==> config.mk <==
export PLATFORM = sky130hd
export DESIGN_NAME = cmd_source_select
export DESIGN_NICKNAME = d
export VERILOG_FILES = /design/src/inc/cmd_sel_pkg.sv /design/src/inc/sel_bus_if.sv /design/src/rtl/sel_decode.sv /design/src/rtl/cmd_source_select.sv
export VERILOG_INCLUDE_DIRS = /design/src /design/src/inc
export SDC_FILE = /design/constraint.sdc
export NUM_CORES = 1
export LEC_CHECK = 0
export ABC_AREA = 1
export BUFFER_PORTS_ARGS = -buffer_cell sky130_fd_sc_hd__buf_2
export CELL_PAD_IN_SITES_DETAIL_PLACEMENT = 1
export CELL_PAD_IN_SITES_GLOBAL_PLACEMENT = 2
export CORE_MARGIN = 5
export CORE_UTILIZATION = 34
export DETAILED_ROUTE_END_ITERATION = 7
export PLACE_DENSITY_LB_ADDON = 0.1
export SKIP_LAST_GASP = 1
export SLEW_MARGIN = 20
export SYNTH_ARGS = -nofsm -noshare
export SYNTH_HDL_FRONTEND = slang
export SYNTH_SLANG_ARGS = --single-unit
==> constraint.sdc <==
create_clock -name mclk -period 9.75 [get_ports mclk]
set_input_delay 0.975 -clock mclk [delete_from_list [all_inputs] [get_ports mclk]]
set_output_delay 0.975 -clock mclk [all_outputs]
set_load 0.02 [all_outputs]
==> src/inc/cmd_sel_consts.svh <==
// Constants of the drive command source selector: offsets, fields, codes, resets.
// Included by the package only; the design modules use its macros; definitions only.
`ifndef CMD_SEL_CONSTS_SVH
`define CMD_SEL_CONSTS_SVH

// Register byte offsets (one aligned word each)
`define OFS_GROUP_ACTION  8'h00
`define OFS_SEL_BASE      8'h04
`define OFS_SEL_LAST      8'h20
`define OFS_HOST_CMD      8'h24
`define OFS_MACRO_LEVEL   8'h28
`define OFS_STATUS        8'h2c
`define OFS_IRQ_STATUS    8'h30
`define OFS_IRQ_MASK      8'h34
`define OFS_CONTROL       8'h38

// Group action values
`define GRP_UNCHANGED     2'd0
`define GRP_MACRO         2'd1
`define GRP_DISABLE       2'd2

// Selector codes
`define SEL_MACRO         4'h0
`define SEL_DISABLE       4'h1
`define SEL_DI_FIRST      4'h2
`define SEL_DI_LAST       4'h5
`define SEL_HCW_FIRST     4'h6
`define SEL_HCW_LAST      4'ha
`define HCW_SEL_BIT_BASE  4'hb

// Host command word bits
`define HCW_COAST_BIT     1
`define HCW_JOG1_BIT      8
`define HCW_JOG2_BIT      9

// Per-function inactive levels (coast, inverted fault, inverted alarm high)
`define INACTIVE_LEVELS   8'h54
`define MACRO_LEVEL_RST   8'h54
`define HOST_CMD_RST      16'h0002
`define SEL_RST           4'h0

// Functions that accept host command word codes (fault, alarm, direction)
`define WIDE_SEL_MASK     8'ha8

// Reported codes
`define EXT_TRIP_CODE     8'h16
`define EXT_WARN_CODE     8'h0c

// Interrupt bit positions
`define IRQ_TRIP          0
`define IRQ_WARN          1
`define IRQ_COAST         2
`define IRQ_REJECT        3
`define IRQ_BITS          4

// Control register: bit 0 clears a latched trip
`define CTRL_TRIP_CLR     0

`endif

==> src/inc/cmd_sel_pkg.sv <==
// Types of the drive command source selector.
// Assumes cmd_sel_consts.svh is on the include path.
package cmd_sel_pkg;
  `include "cmd_sel_consts.svh"

  localparam int NUM_FUNC = 8;

  typedef logic [3:0] sel_code_t;
  typedef sel_code_t [NUM_FUNC-1:0] sel_arr_t;

  // Function index order of the selector array
  typedef enum logic [2:0] {
    FN_JOG1      = 3'd0,
    FN_JOG2      = 3'd1,
    FN_COAST     = 3'd2,
    FN_FAULT     = 3'd3,
    FN_FAULT_INV = 3'd4,
    FN_ALARM     = 3'd5,
    FN_ALARM_INV = 3'd6,
    FN_DIR       = 3'd7
  } func_idx_t;

  typedef enum logic [2:0] {
    ST_IDLE = 3'b001,
    ST_JOG  = 3'b010,
    ST_STOP = 3'b100
  } jog_state_t;
endpackage : cmd_sel_pkg

==> src/inc/sel_bus_if.sv <==
// Carrier between the selector registers and the source decoder.
// Assumes one clock domain; all members are same-clock logic.
`timescale 1ns/1ps
interface sel_bus_if;
  import cmd_sel_pkg::*;
  sel_arr_t    sel;
  logic [3:0]  din;
  logic [15:0] hcw;
  logic [7:0]  macro_level;
  logic [7:0]  level;
  modport regs (output sel, output din, output hcw, output macro_level, input level);
  modport dec  (input sel, input din, input hcw, input macro_level, output level);
endinterface : sel_bus_if

==> src/rtl/sel_decode.sv <==
// Source decoder: turns each function's selector code into a level.
// Assumes selector codes were range-checked when written.
`timescale 1ns/1ps
module sel_decode (
  sel_bus_if.dec bus
);
  import cmd_sel_pkg::*;

  localparam logic [7:0] INACT = `INACTIVE_LEVELS;
  localparam logic [7:0] WIDE  = `WIDE_SEL_MASK;

  for (genvar i = 0; i < NUM_FUNC; i++) begin : g_fn
    wire sel_code_t code    = bus.sel[i];
    wire [1:0]      di_idx  = 2'(code - `SEL_DI_FIRST);
    wire [3:0]      hcw_idx = 4'(code - `SEL_HCW_FIRST + `HCW_SEL_BIT_BASE);
    wire            is_di   = (code >= `SEL_DI_FIRST) && (code <= `SEL_DI_LAST);
    wire            is_hcw  = WIDE[i] && (code >= `SEL_HCW_FIRST) && (code <= `SEL_HCW_LAST);
    assign bus.level[i] = (code == `SEL_MACRO) ? bus.macro_level[i] :
                          is_di                ? bus.din[di_idx] :
                          is_hcw               ? bus.hcw[hcw_idx] :
                                                 INACT[i];
  end
endmodule : sel_decode

==> src/rtl/cmd_source_select.sv <==
// Drive command source selector: AHB-Lite registers, selector decode, jog/coast/trip/warning logic.
// Assumes discrete inputs are asynchronous pins; speed_ctrl_mode and at_zero_speed are mclk logic.
//
// The AHB-Lite interface to the registers and the placing of the registers are this design's own decisions.
`timescale 1ns/1ps
module cmd_source_select (
  input  wire logic        mclk,
  input  wire logic        rst_b,
  input  wire logic        hsel,
  input  wire logic [31:0] haddr,
  input  wire logic [1:0]  htrans,
  input  wire logic        hwrite,
  input  wire logic [2:0]  hsize,
  input  wire logic [31:0] hwdata,
  input  wire logic        hready,
  output logic             hreadyout,
  output logic             hresp,
  output logic [31:0]      hrdata,
  input  wire logic [3:0]  discrete_input,
  input  wire logic        speed_ctrl_mode,
  input  wire logic        at_zero_speed,
  output logic             current_ctrl_en,
  output logic             contactor_close,
  output logic             ramp_accel,
  output logic             ramp_decel,
  output logic [1:0]       fixed_speed_sel,
  output logic             rotation_reverse,
  output logic             drive_trip,
  output logic [7:0]       external_trip_code,
  output logic             drive_warning,
  output logic [7:0]       external_warning_code,
  output logic             irq
);
  import cmd_sel_pkg::*;

  sel_bus_if sbus ();

  sel_decode u_dec (
    .bus (sbus.dec)
  );

  // Discrete input synchroniser, three stages
  logic [3:0] din_s1_q;
  logic [3:0] din_s2_q;
  logic [3:0] din_s3_q;
  logic [3:0] din_q;

  always_ff @(posedge mclk or negedge rst_b) begin
    if (!rst_b) begin
      din_s1_q <= 4'h0;
      din_s2_q <= 4'h0;
      din_s3_q <= 4'h0;
    end else begin
      din_s1_q <= discrete_input;
      din_s2_q <= din_s1_q;
      din_s3_q <= din_s2_q;
    end
  end

  // A bit changes only once stages two and three agree
  for (genvar b = 0; b < 4; b++) begin : g_din
    always_ff @(posedge mclk or negedge rst_b) begin
      if (!rst_b) begin
        din_q[b] <= 1'b0;
      end else if (din_s2_q[b] == din_s3_q[b]) begin
        din_q[b] <= din_s3_q[b];
      end
    end
  end

  // AHB-Lite address phase capture
  logic       dp_wr_q;
  logic       dp_rd_q;
  logic       rd_done_q;
  logic [7:0] dp_addr_q;

  wire        addr_take = hsel && htrans[1] && hready;

  always_ff @(posedge mclk or negedge rst_b) begin
    if (!rst_b) begin
      dp_wr_q   <= 1'b0;
      dp_rd_q   <= 1'b0;
      rd_done_q <= 1'b0;
      dp_addr_q <= 8'h00;
    end else begin
      if (hreadyout) begin
        dp_wr_q <= addr_take && hwrite;
        dp_rd_q <= addr_take && !hwrite;
        if (addr_take) begin
          dp_addr_q <= haddr[7:0];
        end
      end
      rd_done_q <= dp_rd_q && !rd_done_q;
    end
  end

  // Reads take one wait state so data reflect any write just before
  assign hreadyout = !(dp_rd_q && !rd_done_q);
  assign hresp     = 1'b0;

  // Register decode
  wire        hi_zero    = (dp_addr_q[1:0] == 2'b00);
  wire        wr_grp     = dp_wr_q && (dp_addr_q == `OFS_GROUP_ACTION);
  wire        in_sel     = hi_zero && (dp_addr_q >= `OFS_SEL_BASE) && (dp_addr_q <= `OFS_SEL_LAST);
  wire [2:0]  sel_idx    = 3'((dp_addr_q - `OFS_SEL_BASE) >> 2);
  wire        wr_sel     = dp_wr_q && in_sel;
  wire        wr_hcw     = dp_wr_q && (dp_addr_q == `OFS_HOST_CMD);
  wire        wr_macro   = dp_wr_q && (dp_addr_q == `OFS_MACRO_LEVEL);
  wire        wr_istat   = dp_wr_q && (dp_addr_q == `OFS_IRQ_STATUS);
  wire        wr_imask   = dp_wr_q && (dp_addr_q == `OFS_IRQ_MASK);
  wire        wr_ctrl    = dp_wr_q && (dp_addr_q == `OFS_CONTROL);
  wire [7:0]  wide_mask  = `WIDE_SEL_MASK;
  wire [3:0]  sel_max    = wide_mask[sel_idx] ? `SEL_HCW_LAST : `SEL_DI_LAST;
  wire        sel_ok     = (hwdata[31:4] == 28'h0) && (hwdata[3:0] <= sel_max);
  wire        grp_ok     = (hwdata[31:2] == 30'h0) && (hwdata[1:0] != 2'd3);
  wire        reject_evt = (wr_sel && !sel_ok) || (wr_grp && !grp_ok);

  // Selector registers
  sel_arr_t    sel_q;
  logic [15:0] hcw_q;
  logic [7:0]  macro_q;

  for (genvar i = 0; i < NUM_FUNC; i++) begin : g_sel
    always_ff @(posedge mclk or negedge rst_b) begin
      if (!rst_b) begin
        sel_q[i] <= `SEL_RST;
      end else if (wr_grp && grp_ok && (hwdata[1:0] == `GRP_MACRO)) begin
        sel_q[i] <= `SEL_MACRO;
      end else if (wr_grp && grp_ok && (hwdata[1:0] == `GRP_DISABLE)) begin
        sel_q[i] <= `SEL_DISABLE;
      end else if (wr_sel && sel_ok && (sel_idx == 3'(i))) begin
        sel_q[i] <= hwdata[3:0];
      end
    end
  end

  always_ff @(posedge mclk or negedge rst_b) begin
    if (!rst_b) begin
      hcw_q   <= `HOST_CMD_RST;
      macro_q <= `MACRO_LEVEL_RST;
    end else begin
      if (wr_hcw) begin
        hcw_q <= hwdata[15:0];
      end
      if (wr_macro) begin
        macro_q <= hwdata[7:0];
      end
    end
  end

  assign sbus.sel         = sel_q;
  assign sbus.din         = din_q;
  assign sbus.hcw         = hcw_q;
  assign sbus.macro_level = macro_q;

  // Effective commands
  wire [7:0] lvl = sbus.level;
  wire jog1_cmd = lvl[FN_JOG1] | hcw_q[`HCW_JOG1_BIT];
  wire jog2_cmd = lvl[FN_JOG2] | hcw_q[`HCW_JOG2_BIT];
  wire coast_ok = lvl[FN_COAST] & hcw_q[`HCW_COAST_BIT];
  wire fault_now = lvl[FN_FAULT] | !lvl[FN_FAULT_INV];
  wire warn_now  = lvl[FN_ALARM] | !lvl[FN_ALARM_INV];
  wire jog_any   = jog1_cmd | jog2_cmd;

  // Latched trip, held until software clears it with the fault gone
  logic tripped_q;
  logic coast_ok_q;
  logic warn_q;

  always_ff @(posedge mclk or negedge rst_b) begin
    if (!rst_b) begin
      tripped_q  <= 1'b0;
      coast_ok_q <= 1'b0;
      warn_q     <= 1'b0;
    end else begin
      coast_ok_q <= coast_ok;
      warn_q     <= warn_now;
      if (fault_now) begin
        tripped_q <= 1'b1;
      end else if (wr_ctrl && hwdata[`CTRL_TRIP_CLR]) begin
        tripped_q <= 1'b0;
      end
    end
  end

  wire run_ok = coast_ok && !tripped_q && !fault_now;

  // Jog sequencer
  jog_state_t state_q;
  jog_state_t state_d;
  logic [1:0] spd_q;

  always_comb begin
    state_d = state_q;
    case (state_q)
      ST_IDLE: begin
        if (run_ok && jog_any) begin
          state_d = ST_JOG;
        end
      end
      ST_JOG: begin
        // coast or trip drops at once
        if (!run_ok) begin
          state_d = ST_IDLE;
        end else if (!jog_any) begin
          state_d = ST_STOP;
        end
      end
      ST_STOP: begin
        if (!run_ok) begin
          state_d = ST_IDLE;
        end else if (jog_any) begin
          state_d = ST_JOG;
        end else if (at_zero_speed) begin
          state_d = ST_IDLE;
        end
      end
      default: begin
        state_d = ST_IDLE;
      end
    endcase
  end

  always_ff @(posedge mclk or negedge rst_b) begin
    if (!rst_b) begin
      state_q <= ST_IDLE;
      spd_q   <= 2'd0;
    end else begin
      state_q <= state_d;
      // Jog one wins when both are asked for
      if (state_d == ST_JOG) begin
        spd_q <= jog1_cmd ? 2'd1 : 2'd2;
      end
    end
  end

  // Drive action outputs
  logic dir_q;

  always_ff @(posedge mclk or negedge rst_b) begin
    if (!rst_b) begin
      current_ctrl_en <= 1'b0;
      contactor_close <= 1'b0;
      ramp_accel      <= 1'b0;
      ramp_decel      <= 1'b0;
      fixed_speed_sel <= 2'd0;
      dir_q           <= 1'b0;
    end else begin
      // controller on while jogging or stopping
      current_ctrl_en <= (state_d != ST_IDLE);
      contactor_close <= run_ok;
      ramp_accel      <= (state_d == ST_JOG);
      ramp_decel      <= (state_d == ST_STOP);
      fixed_speed_sel <= (state_d == ST_JOG) ? (jog1_cmd ? 2'd1 : 2'd2) : 2'd0;
      if (speed_ctrl_mode) begin
        dir_q <= lvl[FN_DIR];
      end
    end
  end

  assign rotation_reverse      = dir_q;
  assign drive_trip            = tripped_q;
  assign external_trip_code    = tripped_q ? `EXT_TRIP_CODE : 8'h00;
  assign drive_warning         = warn_q;
  assign external_warning_code = warn_q ? `EXT_WARN_CODE : 8'h00;

  // Interrupt status, write one to clear; a new event wins over the clear
  logic [`IRQ_BITS-1:0] istat_q;
  logic [`IRQ_BITS-1:0] imask_q;
  wire  [`IRQ_BITS-1:0] ievt;

  assign ievt[`IRQ_TRIP]   = fault_now && !tripped_q;
  assign ievt[`IRQ_WARN]   = warn_now && !warn_q;
  assign ievt[`IRQ_COAST]  = coast_ok_q && !coast_ok;
  assign ievt[`IRQ_REJECT] = reject_evt;

  wire [`IRQ_BITS-1:0] iclr = wr_istat ? hwdata[`IRQ_BITS-1:0] : '0;

  always_ff @(posedge mclk or negedge rst_b) begin
    if (!rst_b) begin
      istat_q <= '0;
      imask_q <= '0;
    end else begin
      istat_q <= (istat_q & ~iclr) | ievt;
      if (wr_imask) begin
        imask_q <= hwdata[`IRQ_BITS-1:0];
      end
    end
  end

  assign irq = |(istat_q & imask_q);

  // Read data, taken in the wait state of a read
  wire [31:0] status_word = {16'h0, state_q, dir_q, drive_warning, tripped_q,
                             contactor_close, current_ctrl_en, lvl};
  wire [31:0] sel_word    = {28'h0, sel_q[sel_idx]};
  wire [31:0] rd_mux      = in_sel                             ? sel_word :
                            (dp_addr_q == `OFS_HOST_CMD)       ? {16'h0, hcw_q} :
                            (dp_addr_q == `OFS_MACRO_LEVEL)    ? {24'h0, macro_q} :
                            (dp_addr_q == `OFS_STATUS)         ? status_word :
                            (dp_addr_q == `OFS_IRQ_STATUS)     ? {28'h0, istat_q} :
                            (dp_addr_q == `OFS_IRQ_MASK)       ? {28'h0, imask_q} :
                                                                 32'h0;

  always_ff @(posedge mclk or negedge rst_b) begin
    if (!rst_b) begin
      hrdata <= 32'h0;
    end else if (dp_rd_q && !rd_done_q) begin
      hrdata <= rd_mux;
    end
  end
endmodule : cmd_source_select

==> results.sh <==
export IMPL_clk_latency_ns=0.43
export IMPL_synth_seq_cells=120
export IMPL_worstSetupPathType="reg -> reg"
export IMPL_fin_util_pct=39.8
export IMPL_p_per_area_mw_per_mm2=207
export IMPL_track_usage_pct=19.7
export IMPL_grt_pass1_vias=6346
export IMPL_grt_pass1_wl_mm=36.2
export IMPL_ys_seq_area_share_pct=43.5
export IMPL_cts_clk_slew_worst_paths_ns=0.06
export IMPL_numCtsBuffers=17
export IMPL_worstSetupPathDepth=15
export IMPL_reg2reg_from="dp_addr_q[2]$_DFFE_PN0P_"
export IMPL_syn_cell_area_mm2=0.00692
export IMPL_hp_class="reg -> reg"
export IMPL_io_pins=140
export IMPL_final_cell_mix="nand2_1 (213), dfrtp_1 (115), inv_1 (105)"
export IMPL_drv_slew=0
export IMPL_path_cells="inv_1 -> ha_1 -> ha_1 -> nand2_1 -> o21ai_0 -> inv_1 -> ha_1 -> inv_1 -> nor2_1 -> o21ai_0 -> a32oi_1 -> nor2_4 -> nand4_2 -> nand3_1 -> o21ai_1"
export IMPL_wl_mm=22.4
export IMPL_place_area_mm2=0.00747
export IMPL_slew_headroom_pct=30.9
export IMPL_synthCells=883
export IMPL_cp_max_fo=36
export IMPL_htreeDepth=4
export IMPL_worstPathArrival_ns=4.51
export IMPL_rsz0062_at_grt="false"
export IMPL_crit_path_start_kind="flip-flop"
export IMPL_final_area_mm2=0.00802
export IMPL_rr_worst_depth=15
export IMPL_p_leak_nw=4.19
export IMPL_wl_per_cell_um=18.0
export IMPL_final_setup_worst_slack_ns=5.50
export IMPL_postRouteAntennaNets=0
export IMPL_hold_viol_final=0
export IMPL_gp_congestion=0.784
export IMPL_cts_tree="built"
export IMPL_cts_resized=0
export IMPL_slowest_stage="dfrtp_1"
export IMPL_die_w_um=153
export IMPL_period_share_pct=43.6
export IMPL_worstMarginPinSlew_ns=1.03
export IMPL_required_ns=10.01
export IMPL_initial_core_util_pct=34.3
export IMPL_nets=1063
export IMPL_grt_max_degree=50
export IMPL_end_kind="flip-flop"
export IMPL_setup_tns_ns=0
export IMPL_grt_remaining_overflow=0
export IMPL_register_area_mm2=0.00301
export IMPL_skew_ns=0.0156
export IMPL_dp_slack_ns=5.51
export IMPL_clock_sinks=120
export IMPL_final_common_cell="nand2_1"
export IMPL_antenna_found_initial=1
export IMPL_fill_cells=2534
export IMPL_core_mm2=0.0202
export IMPL_rows=52
export IMPL_rrSetupSlack_ns=5.50
export IMPL_viasPerCell=4.95
export IMPL_critical_path_startpoint="dp_addr_q[2]$_DFFE_PN0P_"
export IMPL_dr_pass1_iters=4
export IMPL_outcome="complete, no violations"
export IMPL_clockBufferDepth=2
export IMPL_yosysUniqueCellTypes=45
export IMPL_drive_gt1_share_pct=16.3
export IMPL_syn2layout_area_growth_pct=15.9
export IMPL_port_buffers=83
export IMPL_setup_viol=0
export IMPL_ys_warn_count=0
export IMPL_drcViolationCount=0
export IMPL_syn_area_per_cell_um2=7.84
export IMPL_timing_rr_end="sbus.sel[17]$_DFFE_PN0P_"
export IMPL_period_needed_ns=4.25
export IMPL_multi_input_area_mm2=0.00326
export IMPL_cp_slowest_stage_delay_ns=1.01
export IMPL_dieArea_mm2=0.0233
export IMPL_clock_root_buffer="clkbuf_16"
export IMPL_die_h_um=153
export IMPL_vias=6151
export IMPL_irDropWorstVdd_uv=123
export IMPL_diodes=0
export IMPL_cts_setup_buffers=0
export IMPL_cap_violations=0
export IMPL_cp_endpoint="sbus.sel[17]$_DFFE_PN0P_"
export IMPL_fmax_mhz=235
export IMPL_critPathBufInv=3
export IMPL_drt_iter0_drc=278
export IMPL_critPathTopFamily="adder cells"
export IMPL_dp_hpwl_mm=16.8
export IMPL_hold_buffers=0
==> where the power goes <==
part | total (W) | internal [W] | switching [W]
Combinational | 0.000439 | 0.000139 | 0.000300
Sequential | 0.000616 | 0.000553 | 0.0000631
Clock | 0.000608 | 0.000335 | 0.000272
Total | 0.00166 | 0.00103 | 0.000636
==> synthesized netlist by cell type, drive strengths merged <==
cell type / number / share of area [%]
or2: 1 / 0.090
and3: 1 / 0.090
dfrtp: 115 / 42
xor2: 3 / 0.38
nand3b: 3 / 0.51
dfstp: 5 / 1.9
o211ai: 17 / 1.8
buf: 38 / 4.0
nand4: 14 / 2.2
ha: 23 / 4.2
maj3: 4 / 0.58
clkinv: 1 / 0.054
nor2: 63 / 4.0
o31ai: 3 / 0.33
a21oi: 42 / 3.0
o2111ai: 2 / 0.25
nor3: 9 / 0.72
nand3: 74 / 5.9
o21ai: 99 / 7.2
nand2: 216 / 12
clkbuf: 18 / 0.98
and2: 1 / 0.13
conb: 1 / 0.054
o22ai: 13 / 1.2
o311ai: 1 / 0.13
a21boi: 1 / 0.11
a32oi: 1 / 0.13
o221ai: 1 / 0.13
mux2: 4 / 0.65
inv: 109 / 5.9
==> worst register-to-register path, delay by kind of cell, from the launching register on <==
kind                       cells  cell delay [ns]
AOI/OAI and AO/OA              4             0.46
adders and majority gates      3             1.23
buffers and inverters          3             0.44
DFF                            1             1.01
and+or+nand+nor                5             0.95
==> per-layer routing <==
metal  global-route usage (%)  up-vias  share of wire [%]
met5                        0        -                  0
li1                         -     3002                  -
met3                     3.35       20                3.8
met4                     5.43        0                1.3
met1                     27.1     3007                 48
met2                     32.1      122                 47
==> cells by family (layout without fill, tap and decap cells) <==
group	after synthesis	count (layout)	share of synthesized area [%]
xor gates and xnor gates	3	3	0.380
buffers and inverters	166	229	11.0
DFF	120	120	43.5
AOI/OAI and AO/OA	180	180	14.3
adders and majority gates	27	27	4.73
other	1	28	0.0542
muxes	4	4	0.650
and+or+nand+nor	382	382	25.4
==> state kept, by name, summed over array words and instances (netlist names), 2 cells and up <==
signal	flops
fixed_speed_sel	2
istat_q	4
din_s1_q	4
hrdata	16
macro_q	8
hcw_q	16
sbus.sel	32
imask_q	4
dp_addr_q	8
din_q	4
state_q	3
din_s2_q	4
din_s3_q	4
==> per-stage QoR <==
stage	power, W	hold WS [ns]	cells
4_1_cts	0.00168	0.346	1243
6_report	0.00166	0.345	1243
3_3_place_gp	0.00106	0.332	1211
2_1_floorplan	0.000920	0.331	910
3_5_place_dp	0.00107	0.336	1211
5_1_grt	0.00176	0.354	1243
==> cell type report <==
class                      count  share of cell area, %
clock inverter                15                   1.65
clock buffer                  17                   5.30
tap                          270                   4.21
timing repair buffer          87                   5.58
multi-input combinational    624                   40.6
sequential                   120                   37.5
inverter                     110                   5.15
==> how the worst min path moves through the flow <==
stage                               start                     to  slack (ns)  cells past startpoint
finish              din_s1_q[3]$_DFF_PN0_  din_s2_q[3]$_DFF_PN0_        0.35                      0
global route        din_s1_q[3]$_DFF_PN0_  din_s2_q[3]$_DFF_PN0_        0.35                      0
floorplan           din_s1_q[0]$_DFF_PN0_  din_s2_q[0]$_DFF_PN0_        0.33                      0
global placement    din_s1_q[2]$_DFF_PN0_  din_s2_q[2]$_DFF_PN0_        0.33                      0
CTS                 din_s1_q[3]$_DFF_PN0_  din_s2_q[3]$_DFF_PN0_        0.35                      0
detailed placement  din_s1_q[3]$_DFF_PN0_  din_s2_q[3]$_DFF_PN0_        0.34                      0
No activity file was read; power rests on OpenSTA's default activity.
